$ cat config.mk
export PLATFORM = sky130hd
export DESIGN_NAME = tcvf_host
export DESIGN_NICKNAME = d
export VERILOG_FILES = /design/src/common/tcvf_pkg.sv /design/src/logic/tcvf_fifo.sv /design/src/logic/tcvf_host.sv
export VERILOG_INCLUDE_DIRS = /design/src /design/src/common
export SDC_FILE = /design/constraint.sdc
export NUM_CORES = 1
export LEC_CHECK = 0
export BUFFER_PORTS_ARGS = -buffer_cell sky130_fd_sc_hd__buf_2
export CORE_ASPECT_RATIO = 0.8
export CORE_UTILIZATION = 61
export CTS_BUF_LIST = sky130_fd_sc_hd__clkbuf_2
export CTS_CLUSTER_DIAMETER = 40
export DETAILED_ROUTE_END_ITERATION = 12
export PLACE_DENSITY = 0.87
export REMOVE_ABC_BUFFERS = 1
export SYNTH_ARGS = -nofsm -noshare
export SYNTH_HDL_FRONTEND = slang
export SYNTH_SLANG_ARGS = --single-unit
$ cat constraint.sdc
create_clock -name sys_clk -period 4.69 [get_ports sys_clk]
set_input_delay 0.2345 -clock sys_clk [delete_from_list [all_inputs] [get_ports sys_clk]]
set_output_delay 0.2345 -clock sys_clk [all_outputs]
set_load 0.05 [all_outputs]
$ cat src/common/tcvf_cfg.svh
// tcvf_cfg.svh: timing, framing and fifo constants of the gci bus master
// assumes a 10 MHz system clock and the linear frame layout on the device
// Operation
// RQ1: linear frame: eight slots, four bytes each
// RQ2: control slot: two spare, monitor, signaling octet
// RQ3: voice slot: 16-bit sample A, then B
// RQ4: select pin low: control slots 0-3
// RQ5: signaling octet every frame, msb first
// RQ6: upstream octet: inputs, bidir one, flags
// RQ7: bidir one reported only as input
// RQ8: downstream b7 picks channel, b6-b2 drive
// RQ9: bidir pins driven only when outputs
// RQ10: monitor byte carries register and ram commands
// RQ11: flags high two frames means idle
// RQ12: transmit flag low with first byte, hold
// RQ13: repeat byte every frame, check receive flag
// RQ14: acknowledge with receive flag low
// RQ15: hold back only while both flags active
// RQ16: accept byte after two equal frames
// RQ17: collision: flag phase and bitwise readback
// RQ18: abort clears device command stack
// RQ19: present next byte right after acknowledge
// RQ20: master silent while device transmits
// RQ21: bits framed by sync, bytes by handshake
// RQ22: bus clock single or double rate
// RQ23: send downstream, receive upstream, sync frames
// RQ24: format bit selects compressed or linear; this host has no format bit and handles linear only
// RQ25: flags back high, two idle frames end
`ifndef TCVF_CFG_SVH
`define TCVF_CFG_SVH
`define TCVF_SYS_KHZ 10000
`define TCVF_BIT_KHZ 2048
`define TCVF_BIT_CYC (`TCVF_SYS_KHZ / `TCVF_BIT_KHZ)
`define TCVF_LAST_BIT 8'hFF
`define TCVF_MON_BYTE 2'h2
`define TCVF_SIG_BYTE 2'h3
`define TCVF_FLAG_BIT 3'h0
`define TCVF_IDLE_FRAMES 2'h2
`define TCVF_IDLE_BYTE 8'hFF
`define TCVF_FIFO_DEPTH 16
`define TCVF_FIFO_WIDTH 8
`endif

$ cat src/common/tcvf_pkg.sv
// tcvf_pkg: state and carrier types of the gci bus master
// assumes tcvf_cfg.svh is on the include path
`include "tcvf_cfg.svh"
package tcvf_pkg;
  // monitor transmitter states
  typedef enum logic [3:0] {
    TX_IDLE = 4'h1,
    TX_SEND = 4'h2,
    TX_NEW  = 4'h4,
    TX_EOM  = 4'h8
  } tcvf_tx_e;
  // monitor receiver states
  typedef enum logic [2:0] {
    RX_IDLE = 3'h1,
    RX_LOOK = 3'h2,
    RX_ACK  = 3'h4
  } tcvf_rx_e;
  // signaling octet as seen on either line
  typedef struct packed {
    logic [5:0] sub;
    logic       mr;
    logic       mx;
  } tcvf_ctl_s;
  typedef logic [3:0][5:0]  tcvf_sig_t;
  typedef logic [7:0][15:0] tcvf_voice_t;
endpackage

$ cat src/logic/tcvf_fifo.sv
// tcvf_fifo: small synchronous fifo with valid and ready on both sides
// assumes one clock; the reader may stall, so the fifo really fills
`timescale 1ns/100ps
`include "tcvf_cfg.svh"
module tcvf_fifo #(
  parameter int W = `TCVF_FIFO_WIDTH,
  parameter int D = `TCVF_FIFO_DEPTH
) (
  // clock and reset
  input  wire logic         sys_clk,
  input  wire logic         rstn,
  // filling side
  input  wire logic [W-1:0] in_data,
  input  wire logic         in_valid,
  output logic              in_ready,
  // draining side
  output logic [W-1:0]      out_data,
  output logic              out_valid,
  input  wire logic         out_ready
);
  localparam int AW = (D > 1) ? $clog2(D) : 1;
  localparam logic [AW:0] FULL = (AW + 1)'(D);

  logic [W-1:0] mem [D];          // storage words
  logic [AW-1:0] wr_reg;          // write pointer
  logic [AW-1:0] rd_reg;          // read pointer
  logic [AW:0]   cnt_reg;         // words held
  logic [AW:0]   cnt_next;
  logic          push;
  logic          pop;

  assign push = in_valid && in_ready;
  assign pop = out_valid && out_ready;
  assign out_valid = (cnt_reg != '0);
  assign out_data = mem[rd_reg];

  // count follows push and pop together
  always_comb begin
    cnt_next = cnt_reg;
    if (push && !pop) begin
      cnt_next = cnt_reg + 1'b1;
    end else if (pop && !push) begin
      cnt_next = cnt_reg - 1'b1;
    end
  end

  // pointers wrap at the depth, which need not be a power of two
  always_ff @(posedge sys_clk or negedge rstn) begin
    if (!rstn) begin
      wr_reg <= '0;
      rd_reg <= '0;
      cnt_reg <= '0;
      in_ready <= 1'b1;
    end else begin
      if (push) begin
        wr_reg <= (wr_reg == AW'(D - 1)) ? '0 : wr_reg + 1'b1;
      end
      if (pop) begin
        rd_reg <= (rd_reg == AW'(D - 1)) ? '0 : rd_reg + 1'b1;
      end
      cnt_reg <= cnt_next;
      // ready is registered so the source sees back-pressure from a flop
      in_ready <= (cnt_next != FULL);
    end
  end

  // storage has no reset; only written words are ever read
  always_ff @(posedge sys_clk) begin
    if (push) begin
      mem[wr_reg] <= in_data;
    end
  end
endmodule

$ cat src/logic/tcvf_host.sv
// tcvf_host: gci bus master for an eight channel codec in linear mode
// makes bus clock and frame sync itself; upstream and readback pins are
// synchronised; user side is plain ports on the system clock
`timescale 1ns/100ps
`include "tcvf_cfg.svh"
module tcvf_host
  import tcvf_pkg::*;
#(
  parameter int BIT_CYC = `TCVF_BIT_CYC,     // system cycles per bus bit
  parameter bit DOUBLE  = 1'b0,              // two bus clocks per bit
  parameter int FIFO_D  = `TCVF_FIFO_DEPTH   // monitor transmit queue
) (
  // clock and reset
  input  wire logic        sys_clk,
  input  wire logic        rstn,
  // configuration
  input  wire logic        cfg_slot_group,
  // monitor transmit
  input  wire logic [1:0]  mon_pair,
  input  wire logic [7:0]  mon_tx_data,
  input  wire logic        mon_tx_valid,
  output logic             mon_tx_ready,
  input  wire logic        mon_tx_hold,
  // monitor receive and status
  output logic [7:0]       mon_rx_data,
  output logic             mon_rx_valid,
  output logic             mon_eom,
  output logic             mon_abort,
  output logic             mon_busy,
  // signaling and voice
  input  wire tcvf_sig_t   sig_down,
  output tcvf_sig_t        sig_up,
  input  wire tcvf_voice_t voice_down,
  output tcvf_voice_t      voice_up,
  output logic             frame_done,
  // bus pins
  output logic             bus_data_clock,
  output logic             frame_sync,
  output logic             clock_rate_select,
  output logic             slot_group_select,
  output logic             downstream_data_line_o,
  output logic             downstream_data_line_oe,
  input  wire logic        downstream_data_line_i,
  input  wire logic        upstream_data_line
);
  localparam int PH_W = (BIT_CYC > 1) ? $clog2(BIT_CYC) : 1;
  localparam logic [PH_W-1:0] PH_LAST = PH_W'(BIT_CYC - 1);
  localparam logic [PH_W-1:0] PH_HALF = PH_W'(BIT_CYC / 2);
  localparam logic [PH_W-1:0] PH_QTR  = PH_W'(BIT_CYC / 4);

  logic [PH_W-1:0] phase_reg;     // position inside one bus bit
  logic [7:0]      bit_reg;       // bit number inside the frame
  logic            fr_d;          // first cycle of a new frame
  logic            du_s1;         // upstream line, first stage
  logic            du_s2;         // upstream line, usable
  logic            dd_s1;         // downstream readback, first stage
  logic            dd_s2;         // downstream readback, usable
  logic [6:0]      up_sh;         // upstream shift register
  tcvf_ctl_s       up_ctl;        // device octet of the monitored pair
  logic [7:0]      up_mon;        // device monitor byte of that pair
  logic            up_mx_prev;    // device transmit flag, previous frame
  logic [1:0]      pair_reg;      // monitored channel pair
  tcvf_tx_e        tx_st;         // monitor transmitter state
  tcvf_rx_e        rx_st;         // monitor receiver state
  logic [7:0]      tx_byte_reg;   // byte on the downstream monitor slot
  logic            mx_reg;        // our transmit flag
  logic            mr_reg;        // our receive flag
  logic            mr_seen_reg;   // device receive flag was released
  logic [1:0]      tx_idle_cnt;   // idle frames while ending a message
  logic            coll_reg;      // collision seen in this frame
  logic [7:0]      look_reg;      // last monitor byte from the device
  logic            look_vld;      // look_reg holds a real byte
  logic [7:0]      fifo_data;
  logic            fifo_valid;
  logic            fifo_pop;
  logic            tx_start;
  logic            tx_ack;
  logic            last_ph;
  logic            frame_tick;
  logic            byte_done;
  logic [7:0]      up_byte;
  logic [2:0]      slot;
  logic [1:0]      byte_ix;
  logic [1:0]      pair;
  logic [2:0]      bpos;
  logic [2:0]      ch;
  logic            is_ctl;
  logic            is_mon;
  logic            mon_chk;
  logic [7:0]      dn_byte;
  logic            dn_bit;

  // queue of monitor bytes waiting for the handshake
  tcvf_fifo #(.W(8), .D(FIFO_D)) i_tcvf_fifo (
    .sys_clk   (sys_clk),
    .rstn      (rstn),
    .in_data   (mon_tx_data),
    .in_valid  (mon_tx_valid),
    .in_ready  (mon_tx_ready),
    .out_data  (fifo_data),
    .out_valid (fifo_valid),
    .out_ready (fifo_pop)
  );

  // frame position decode
  assign last_ph = (phase_reg == PH_LAST);
  assign frame_tick = last_ph && (bit_reg == `TCVF_LAST_BIT);
  assign byte_done = last_ph && (bit_reg[2:0] == 3'h7);
  assign slot = bit_reg[7:5];
  assign byte_ix = bit_reg[4:3];
  assign pair = slot[1:0];
  // RQ5: msb of each byte first
  assign bpos = 3'h7 - bit_reg[2:0];
  assign ch = {pair, byte_ix[1]};
  // RQ4: select pin picks which half carries control
  assign is_ctl = (slot[2] == slot_group_select);
  assign is_mon = is_ctl && (pair == pair_reg);
  assign up_byte = {up_sh, du_s2};

  // RQ22: one bit per BIT_CYC cycles whatever the clock rate
  always_ff @(posedge sys_clk or negedge rstn) begin
    if (!rstn) begin
      phase_reg <= '0;
      bit_reg <= 8'h00;
    end else if (last_ph) begin
      phase_reg <= '0;
      // RQ1: 256 bits, eight slots of four bytes
      bit_reg <= bit_reg + 8'h01;
    end else begin
      phase_reg <= phase_reg + 1'b1;
    end
  end

  // downstream byte for the current position
  always_comb begin
    dn_byte = `TCVF_IDLE_BYTE;
    if (is_ctl) begin
      // RQ2: two spare bytes, monitor byte, signaling octet
      if (byte_ix == `TCVF_MON_BYTE) begin
        // RQ10: queued command bytes go out here
        dn_byte = (is_mon && tx_st != TX_IDLE) ? tx_byte_reg : `TCVF_IDLE_BYTE;
      end else if (byte_ix == `TCVF_SIG_BYTE) begin
        // RQ8: sub-byte is channel select then five pin values
        dn_byte = {sig_down[pair], is_mon ? mr_reg : 1'b1, is_mon ? mx_reg : 1'b1};
      end
    end else begin
      // RQ3: channel A sample then channel B, high byte first
      dn_byte = byte_ix[0] ? voice_down[ch][7:0] : voice_down[ch][15:8];
    end
  end
  assign dn_bit = dn_byte[bpos];

  // pin outputs; open drain line is pulled low only for a zero
  always_ff @(posedge sys_clk or negedge rstn) begin
    if (!rstn) begin
      bus_data_clock <= 1'b0;
      frame_sync <= 1'b0;
      downstream_data_line_o <= 1'b0;
      downstream_data_line_oe <= 1'b0;
      clock_rate_select <= 1'b0;
    end else begin
      if (DOUBLE) begin
        bus_data_clock <= (phase_reg < PH_QTR) ||
                          (phase_reg >= PH_HALF && phase_reg < PH_HALF + PH_QTR);
      end else begin
        bus_data_clock <= (phase_reg < PH_HALF);
      end
      // RQ23: sync marks bit 0 of every frame
      frame_sync <= (bit_reg == 8'h00);
      downstream_data_line_o <= 1'b0;
      downstream_data_line_oe <= !dn_bit;
      clock_rate_select <= DOUBLE;
    end
  end

  // slot group changes only at a frame boundary
  always_ff @(posedge sys_clk or negedge rstn) begin
    if (!rstn) begin
      slot_group_select <= 1'b0;
      // reset leaves the counters at bit 0, so the first cycle is a frame start
      fr_d <= 1'b1;
      frame_done <= 1'b0;
    end else begin
      if (frame_tick) begin
        slot_group_select <= cfg_slot_group;
      end
      fr_d <= frame_tick;
      frame_done <= frame_tick;
    end
  end

  // two-stage synchronisers; nothing reads the first stage
  always_ff @(posedge sys_clk or negedge rstn) begin
    if (!rstn) begin
      du_s1 <= 1'b1;
      du_s2 <= 1'b1;
      dd_s1 <= 1'b1;
      dd_s2 <= 1'b1;
    end else begin
      du_s1 <= upstream_data_line;
      du_s2 <= du_s1;
      dd_s1 <= downstream_data_line_i;
      dd_s2 <= dd_s1;
    end
  end

  // upstream capture; the line is sampled late in each bit
  always_ff @(posedge sys_clk or negedge rstn) begin
    if (!rstn) begin
      up_sh <= 7'h7F;
      up_ctl <= '1;
      up_mon <= `TCVF_IDLE_BYTE;
      sig_up <= '0;
      voice_up <= '0;
    end else if (last_ph) begin
      up_sh <= up_byte[6:0];
      if (byte_done && is_ctl && byte_ix == `TCVF_SIG_BYTE) begin
        // RQ6: b7-b2 are the input bits, then the two flags
        sig_up[pair] <= up_byte[7:2];
        if (is_mon) begin
          up_ctl <= up_byte;
        end
      end else if (byte_done && is_mon && byte_ix == `TCVF_MON_BYTE) begin
        up_mon <= up_byte;
      end else if (byte_done && !is_ctl) begin
        if (byte_ix[0]) begin
          voice_up[ch][7:0] <= up_byte;
        end else begin
          voice_up[ch][15:8] <= up_byte;
        end
      end
    end
  end

  // RQ17: a one we send that reads back as zero is a collision
  assign mon_chk = is_mon && (tx_st != TX_IDLE) && (byte_ix == `TCVF_MON_BYTE ||
                   (byte_ix == `TCVF_SIG_BYTE && bpos == `TCVF_FLAG_BIT));
  always_ff @(posedge sys_clk or negedge rstn) begin
    if (!rstn) begin
      coll_reg <= 1'b0;
    end else if (last_ph && mon_chk && dn_bit && !dd_s2) begin
      coll_reg <= 1'b1;
    end else if (fr_d) begin
      coll_reg <= 1'b0;
    end
  end

  // RQ20: start only while the device is not sending
  assign tx_start = (tx_st == TX_IDLE) && fifo_valid && (rx_st == RX_IDLE);
  assign tx_ack = (tx_st == TX_SEND) && !up_ctl.mr && mr_seen_reg;
  // RQ19: next byte leaves the queue in the frame after the acknowledge
  assign fifo_pop = fr_d && (tx_start || (tx_ack && !coll_reg && fifo_valid));

  // the pair is chosen only while both directions are idle
  always_ff @(posedge sys_clk or negedge rstn) begin
    if (!rstn) begin
      pair_reg <= 2'h0;
    end else if (fr_d && tx_st == TX_IDLE && rx_st == RX_IDLE) begin
      pair_reg <= mon_pair;
    end
  end

  // RQ21: handshake decisions are taken once per frame only
  always_ff @(posedge sys_clk or negedge rstn) begin
    if (!rstn) begin
      tx_st <= TX_IDLE;
      mx_reg <= 1'b1;
      tx_byte_reg <= `TCVF_IDLE_BYTE;
      mr_seen_reg <= 1'b0;
      tx_idle_cnt <= 2'h0;
    end else if (fr_d) begin
      case (tx_st)
        TX_IDLE: begin
          if (tx_start) begin
            // RQ12: first byte goes out with the flag low
            tx_byte_reg <= fifo_data;
            mx_reg <= 1'b0;
            mr_seen_reg <= 1'b0;
            tx_st <= TX_SEND;
          end
        end
        TX_SEND: begin
          // RQ13: byte repeats while the receive flag is watched
          if (up_ctl.mr) begin
            mr_seen_reg <= 1'b1;
          end
          if (coll_reg) begin
            mx_reg <= 1'b1;
            tx_idle_cnt <= 2'h0;
            tx_st <= TX_EOM;
          end else if (tx_ack && fifo_valid) begin
            // new byte marked by one frame with the flag high
            tx_byte_reg <= fifo_data;
            mx_reg <= 1'b1;
            mr_seen_reg <= 1'b0;
            tx_st <= TX_NEW;
          end else if (tx_ack && !mon_tx_hold) begin
            // RQ25: message done, flag back high
            mx_reg <= 1'b1;
            tx_idle_cnt <= 2'h0;
            tx_st <= TX_EOM;
          end
          // RQ15: an empty queue under hold waits with both flags low
        end
        TX_NEW: begin
          if (up_ctl.mr) begin
            mr_seen_reg <= 1'b1;
          end
          if (coll_reg) begin
            tx_idle_cnt <= 2'h0;
            tx_st <= TX_EOM;
          end else begin
            mx_reg <= 1'b0;
            tx_st <= TX_SEND;
          end
        end
        TX_EOM: begin
          // RQ11: two frames with both flags high end the message
          if (!up_ctl.mr) begin
            tx_idle_cnt <= 2'h0;
          end else if (tx_idle_cnt == `TCVF_IDLE_FRAMES - 2'h1) begin
            tx_st <= TX_IDLE;
          end else begin
            tx_idle_cnt <= tx_idle_cnt + 2'h1;
          end
        end
        default: begin
          mx_reg <= 1'b1;
          tx_st <= TX_IDLE;
        end
      endcase
    end
  end

  // receiver for monitor bytes sent by the device
  always_ff @(posedge sys_clk or negedge rstn) begin
    if (!rstn) begin
      rx_st <= RX_IDLE;
      mr_reg <= 1'b1;
      look_reg <= `TCVF_IDLE_BYTE;
      look_vld <= 1'b0;
      up_mx_prev <= 1'b1;
    end else if (fr_d) begin
      up_mx_prev <= up_ctl.mx;
      case (rx_st)
        RX_IDLE: begin
          if (!up_ctl.mx && tx_st == TX_IDLE) begin
            look_reg <= up_mon;
            look_vld <= 1'b1;
            rx_st <= RX_LOOK;
          end
        end
        RX_LOOK: begin
          if (up_ctl.mx) begin
            look_vld <= 1'b0;
            // RQ11: flag high twice running is the end of message
            if (up_mx_prev) begin
              rx_st <= RX_IDLE;
            end
          end else if (look_vld && up_mon == look_reg) begin
            // RQ16: two equal frames before acceptance
            // RQ14: acknowledge while the byte is still there
            mr_reg <= 1'b0;
            rx_st <= RX_ACK;
          end else begin
            look_reg <= up_mon;
            look_vld <= 1'b1;
          end
        end
        RX_ACK: begin
          // RQ25: release on the inactive phase or a changed byte
          if (up_ctl.mx || up_mon != look_reg) begin
            mr_reg <= 1'b1;
            look_reg <= up_mon;
            look_vld <= !up_ctl.mx;
            rx_st <= RX_LOOK;
          end
        end
        default: begin
          mr_reg <= 1'b1;
          rx_st <= RX_IDLE;
        end
      endcase
    end
  end

  // user-side pulses and status, all from flops
  always_ff @(posedge sys_clk or negedge rstn) begin
    if (!rstn) begin
      mon_rx_data <= 8'h00;
      mon_rx_valid <= 1'b0;
      mon_eom <= 1'b0;
      mon_abort <= 1'b0;
      mon_busy <= 1'b0;
    end else begin
      mon_rx_valid <= fr_d && rx_st == RX_LOOK && !up_ctl.mx && look_vld &&
                      up_mon == look_reg;
      if (fr_d && rx_st == RX_LOOK && look_vld && up_mon == look_reg) begin
        mon_rx_data <= up_mon;
      end
      mon_eom <= fr_d && ((rx_st == RX_LOOK && up_ctl.mx && up_mx_prev) ||
                 (tx_st == TX_EOM && up_ctl.mr &&
                  tx_idle_cnt == `TCVF_IDLE_FRAMES - 2'h1));
      // abort tells the user the device will drop its command stack
      mon_abort <= fr_d && coll_reg && (tx_st == TX_SEND || tx_st == TX_NEW);
      mon_busy <= (tx_st != TX_IDLE) || (rx_st != RX_IDLE);
    end
  end
endmodule
==> impl_metrics.json <==
{
  "final_common_cell": "buf_2",
  "maxCapViolations": 0,
  "timing.critical_path.cells": "buf_4 -> clkinv_1 -> o21ai_0 -> nand2_1 -> a211o_1 -> a22oi_1 -> o22a_1 -> dlygate4sd3_1",
  "yosysWarningCount": 0,
  "numClockSinks": 376,
  "antenna_found_initial": 4,
  "yosys_register_bits": 376,
  "post_cts_buffers": 0,
  "top_layer_used": "met5",
  "fmax_mhz": 278,
  "critical_path_required_ns": 5.56,
  "fp.dieW_um": 187,
  "reg2reg_to": "downstream_data_line_oe$_DFF_PN0_",
  "clock_path_buffers": 3,
  "core_mm2": 0.0265,
  "overflow": 0,
  "layout.nets": 1711,
  "finalSetupViolations": 0,
  "synth_edf_count": 128,
  "die_area_mm2": 0.0280,
  "clockRootBuffer": "clkbuf_2",
  "min_path_type": "in -> reg",
  "drt_iter0_drc": 1283,
  "die_y_um": 150,
  "route.met3.wl_mm": 5.12,
  "wl_met1_mm": 18.2,
  "numPortBuffers": 338,
  "grt_pass1_vias": 11986,
  "worstMarginPinSlew_ns": 1.17,
  "hold_depth": 5,
  "pin_count": 341,
  "reg2reg_from": "bit_reg[5]$_DFFE_PN0P_",
  "cts-htree-levels": 3,
  "rrSetupSlack_ns": 1.10,
  "drt_wl_total_mm": 46.5,
  "start_util_pct": 62.8,
  "syn_avg_cell_area_um2": 14.6,
  "period_share_pct": 76.6,
  "syn_to_final_growth_pct": 17.9,
  "path_clk_slew_ns": 0.11,
  "worst_setup_path_end_kind": "register",
  "gp_congestion": 0.942,
  "leakage_nw": 9.13,
  "hold_ws_ns": 0.128,
  "grt_pass1_wl_mm": 69.6,
  "synthFlopType": "dfrtp_1",
  "hpwlAfterDp_mm": 32.5,
  "cp-start-kind": "register",
  "critPathArrivalTime_ns": 4.46,
  "met2_length_mm": 21.9,
  "post-route-drc-count": 0,
  "crit_start": "bit_reg[5]$_DFFE_PN0P_",
  "maxSlewViolCount": 0,
  "nFillCells": 1682,
  "synthArstFlopShare_pct": 66.0,
  "routedWlPerCell_um": 23.7,
  "criticalPathCategory": "reg -> reg",
  "dr.pass1.iters": 5,
  "reg2reg_depth": 8,
  "layout_min_cycle_time_ns": 3.59,
  "synthCells": 1143,
  "top_regs": "i_tcvf_fifo.mem (128), voice_up (128), sig_up (24)",
  "clk_latency_ns": 0.96,
  "finalClockSkew_ns": 0.0947,
  "vias": 12069,
  "post-route-util_pct": 74.1,
  "p_per_area_mw_per_mm2": 327,
  "cts_buffers": 87,
  "hold_viol_final": 0,
  "status": "complete, no violations",
  "cp-endpoint": "downstream_data_line_oe$_DFF_PN0_",
  "synthesis.area_mm2": 0.0167,
  "slowest_delay_ns": 0.91,
  "grt_max_degree": 124,
  "finalSetupTns_ns": 0,
  "cp_slowest_cell": "dfrtp_2",
  "relSlewSlack_pct": 21.4,
  "synth-seq-area-share_pct": 60.6,
  "synth_cell_types": 67,
  "grtUsageTotal_pct": 33.3,
  "rsz0062_at_grt": "false",
  "routed_via_density": 6.15,
  "drive_above_1_share_pct": 50.9,
  "ir_drop_mv": 0.200,
  "ant_nets": 0,
  "post_cts_resized": 0,
  "cts_tree": "yes",
  "layout_common_cells": "buf_2, mux2_2, dfrtp_1, clkbuf_2, edfxtp_1",
  "std_cell_rows": 53,
  "path_max_fanout": 36
}
## through the flow
| step | setup WS, ns | cell area (um2) | cells | power (W) |
|---|---|---|---|---|
| global route | 0.975 | 19700 | 1962 | 0.00669 |
| CTS | 1.27 | 19600 | 1961 | 0.00643 |
| floorplan | 0.987 | 16400 | 1074 | 0.00397 |
| global placement | 1.72 | 18600 | 1776 | 0.00422 |
| finish | 1.10 | 19700 | 1962 | 0.00643 |
| detailed placement | 1.59 | 18600 | 1776 | 0.00425 |
## worst min path at each step
stage | from | endpoint | slack [ns]
finish | mon_tx_hold | mx_reg$_DFFE_PN1P_ | 0.13
global route | mon_pair[1] | pair_reg[1]$_DFFE_PN0P_ | 0.09
CTS | mon_tx_hold | mx_reg$_DFFE_PN1P_ | 0.06
detailed placement | upstream_data_line | du_s1$_DFF_PN1_ | 0.35
global placement | upstream_data_line | du_s1$_DFF_PN1_ | 0.34
floorplan | rstn | bit_reg[0]$_DFFE_PN0P_ | -0.06
## synthesized netlist by cell type, types with 4 or more instances
| cell | count | share of area (%) |
|---|---|---|
| a222oi_1 | 4 | 0.24 |
| a21oi_1 | 14 | 0.42 |
| mux2_2 | 211 | 14 |
| nor3b_1 | 6 | 0.27 |
| o311ai_0 | 8 | 0.42 |
| o221ai_1 | 11 | 0.58 |
| nand2b_1 | 8 | 0.30 |
| dfstp_2 | 44 | 6.9 |
| mux4_2 | 43 | 5.8 |
| nor3_1 | 23 | 0.69 |
| nor2_1 | 40 | 0.90 |
| a31oi_1 | 11 | 0.41 |
| or2_2 | 6 | 0.23 |
| a211oi_1 | 8 | 0.36 |
| o2111ai_1 | 4 | 0.21 |
| dfrtp_1 | 204 | 31 |
| and3_1 | 4 | 0.15 |
| buf_4 | 5 | 0.23 |
| clkbuf_1 | 41 | 0.92 |
| nand4_1 | 7 | 0.26 |
| xor2_1 | 13 | 0.68 |
| xnor2_1 | 15 | 0.79 |
| nor2b_1 | 9 | 0.34 |
| buf_2 | 21 | 0.63 |
| nor3_2 | 6 | 0.36 |
| or3_1 | 4 | 0.15 |
| mux2i_1 | 34 | 2.0 |
| o21ai_0 | 26 | 0.78 |
| nand2_1 | 64 | 1.4 |
| a21o_1 | 8 | 0.36 |
| ha_1 | 13 | 0.98 |
| a211o_1 | 4 | 0.21 |
| o22ai_1 | 5 | 0.19 |
| nand3_1 | 13 | 0.39 |
| edfxtp_1 | 128 | 23 |
| nor4_1 | 8 | 0.30 |
| inv_1 | 20 | 0.45 |
## critical path, delay by kind of cell, from the launching register on
family / cells / cell delay (ns)
buffers and inverters: 3 / 1.33
and+or+nand+nor: 1 / 0.10
AOI/OAI and AO/OA: 4 / 1.18
DFF: 1 / 0.91
## cell type report
class	count	area (um2)	area share (%)
diodes	1	2.50	0.0127
clock buffers	140	701	3.57
clock inverters	24	161	0.821
inverters	23	86.3	0.439
multi-input cells	675	6160	31.4
flip-flops and latches	376	10100	51.5
well taps	357	447	2.27
repair buffers	366	1980	10.1
## report_power, final
part | leakage, nW | total (W) | internal, W | switching (W)
clock | 0.657 | 0.00222 | 0.000903 | 0.00131
sequential | 4.39 | 0.00367 | 0.00356 | 0.000109
combinational | 4.09 | 0.000541 | 0.000215 | 0.000327
total | 9.13 | 0.00643 | 0.00468 | 0.00175
## timing repair
action / 4_1_cts / 5_1_grt
hold endpoints to repair: 266 / 0
setup endpoints to repair: 0 / 0
hold buffers: 21 / 0
## cell families after synthesis
logic type / after synthesis / synth area share (%)
fa+ha+maj: 15 / 1.10
compound gates: 133 / 5.85
simple gates: 209 / 6.41
buf+inv: 93 / 2.41
mux: 288 / 22.1
flops: 376 / 60.6
xor+xnor: 28 / 1.47
other cells: 1 / 0.0225
## layer usage
| metal | vias to the layer above | global-route usage (%) |
|---|---|---|
| li1 | 5136 | - |
| met1 | 6073 | 45.2 |
| met2 | 735 | 50.5 |
| met3 | 119 | 11.1 |
| met4 | 6 | 12.2 |
| met5 | - | 0 |
No activity file was read; power rests on OpenSTA's default activity.
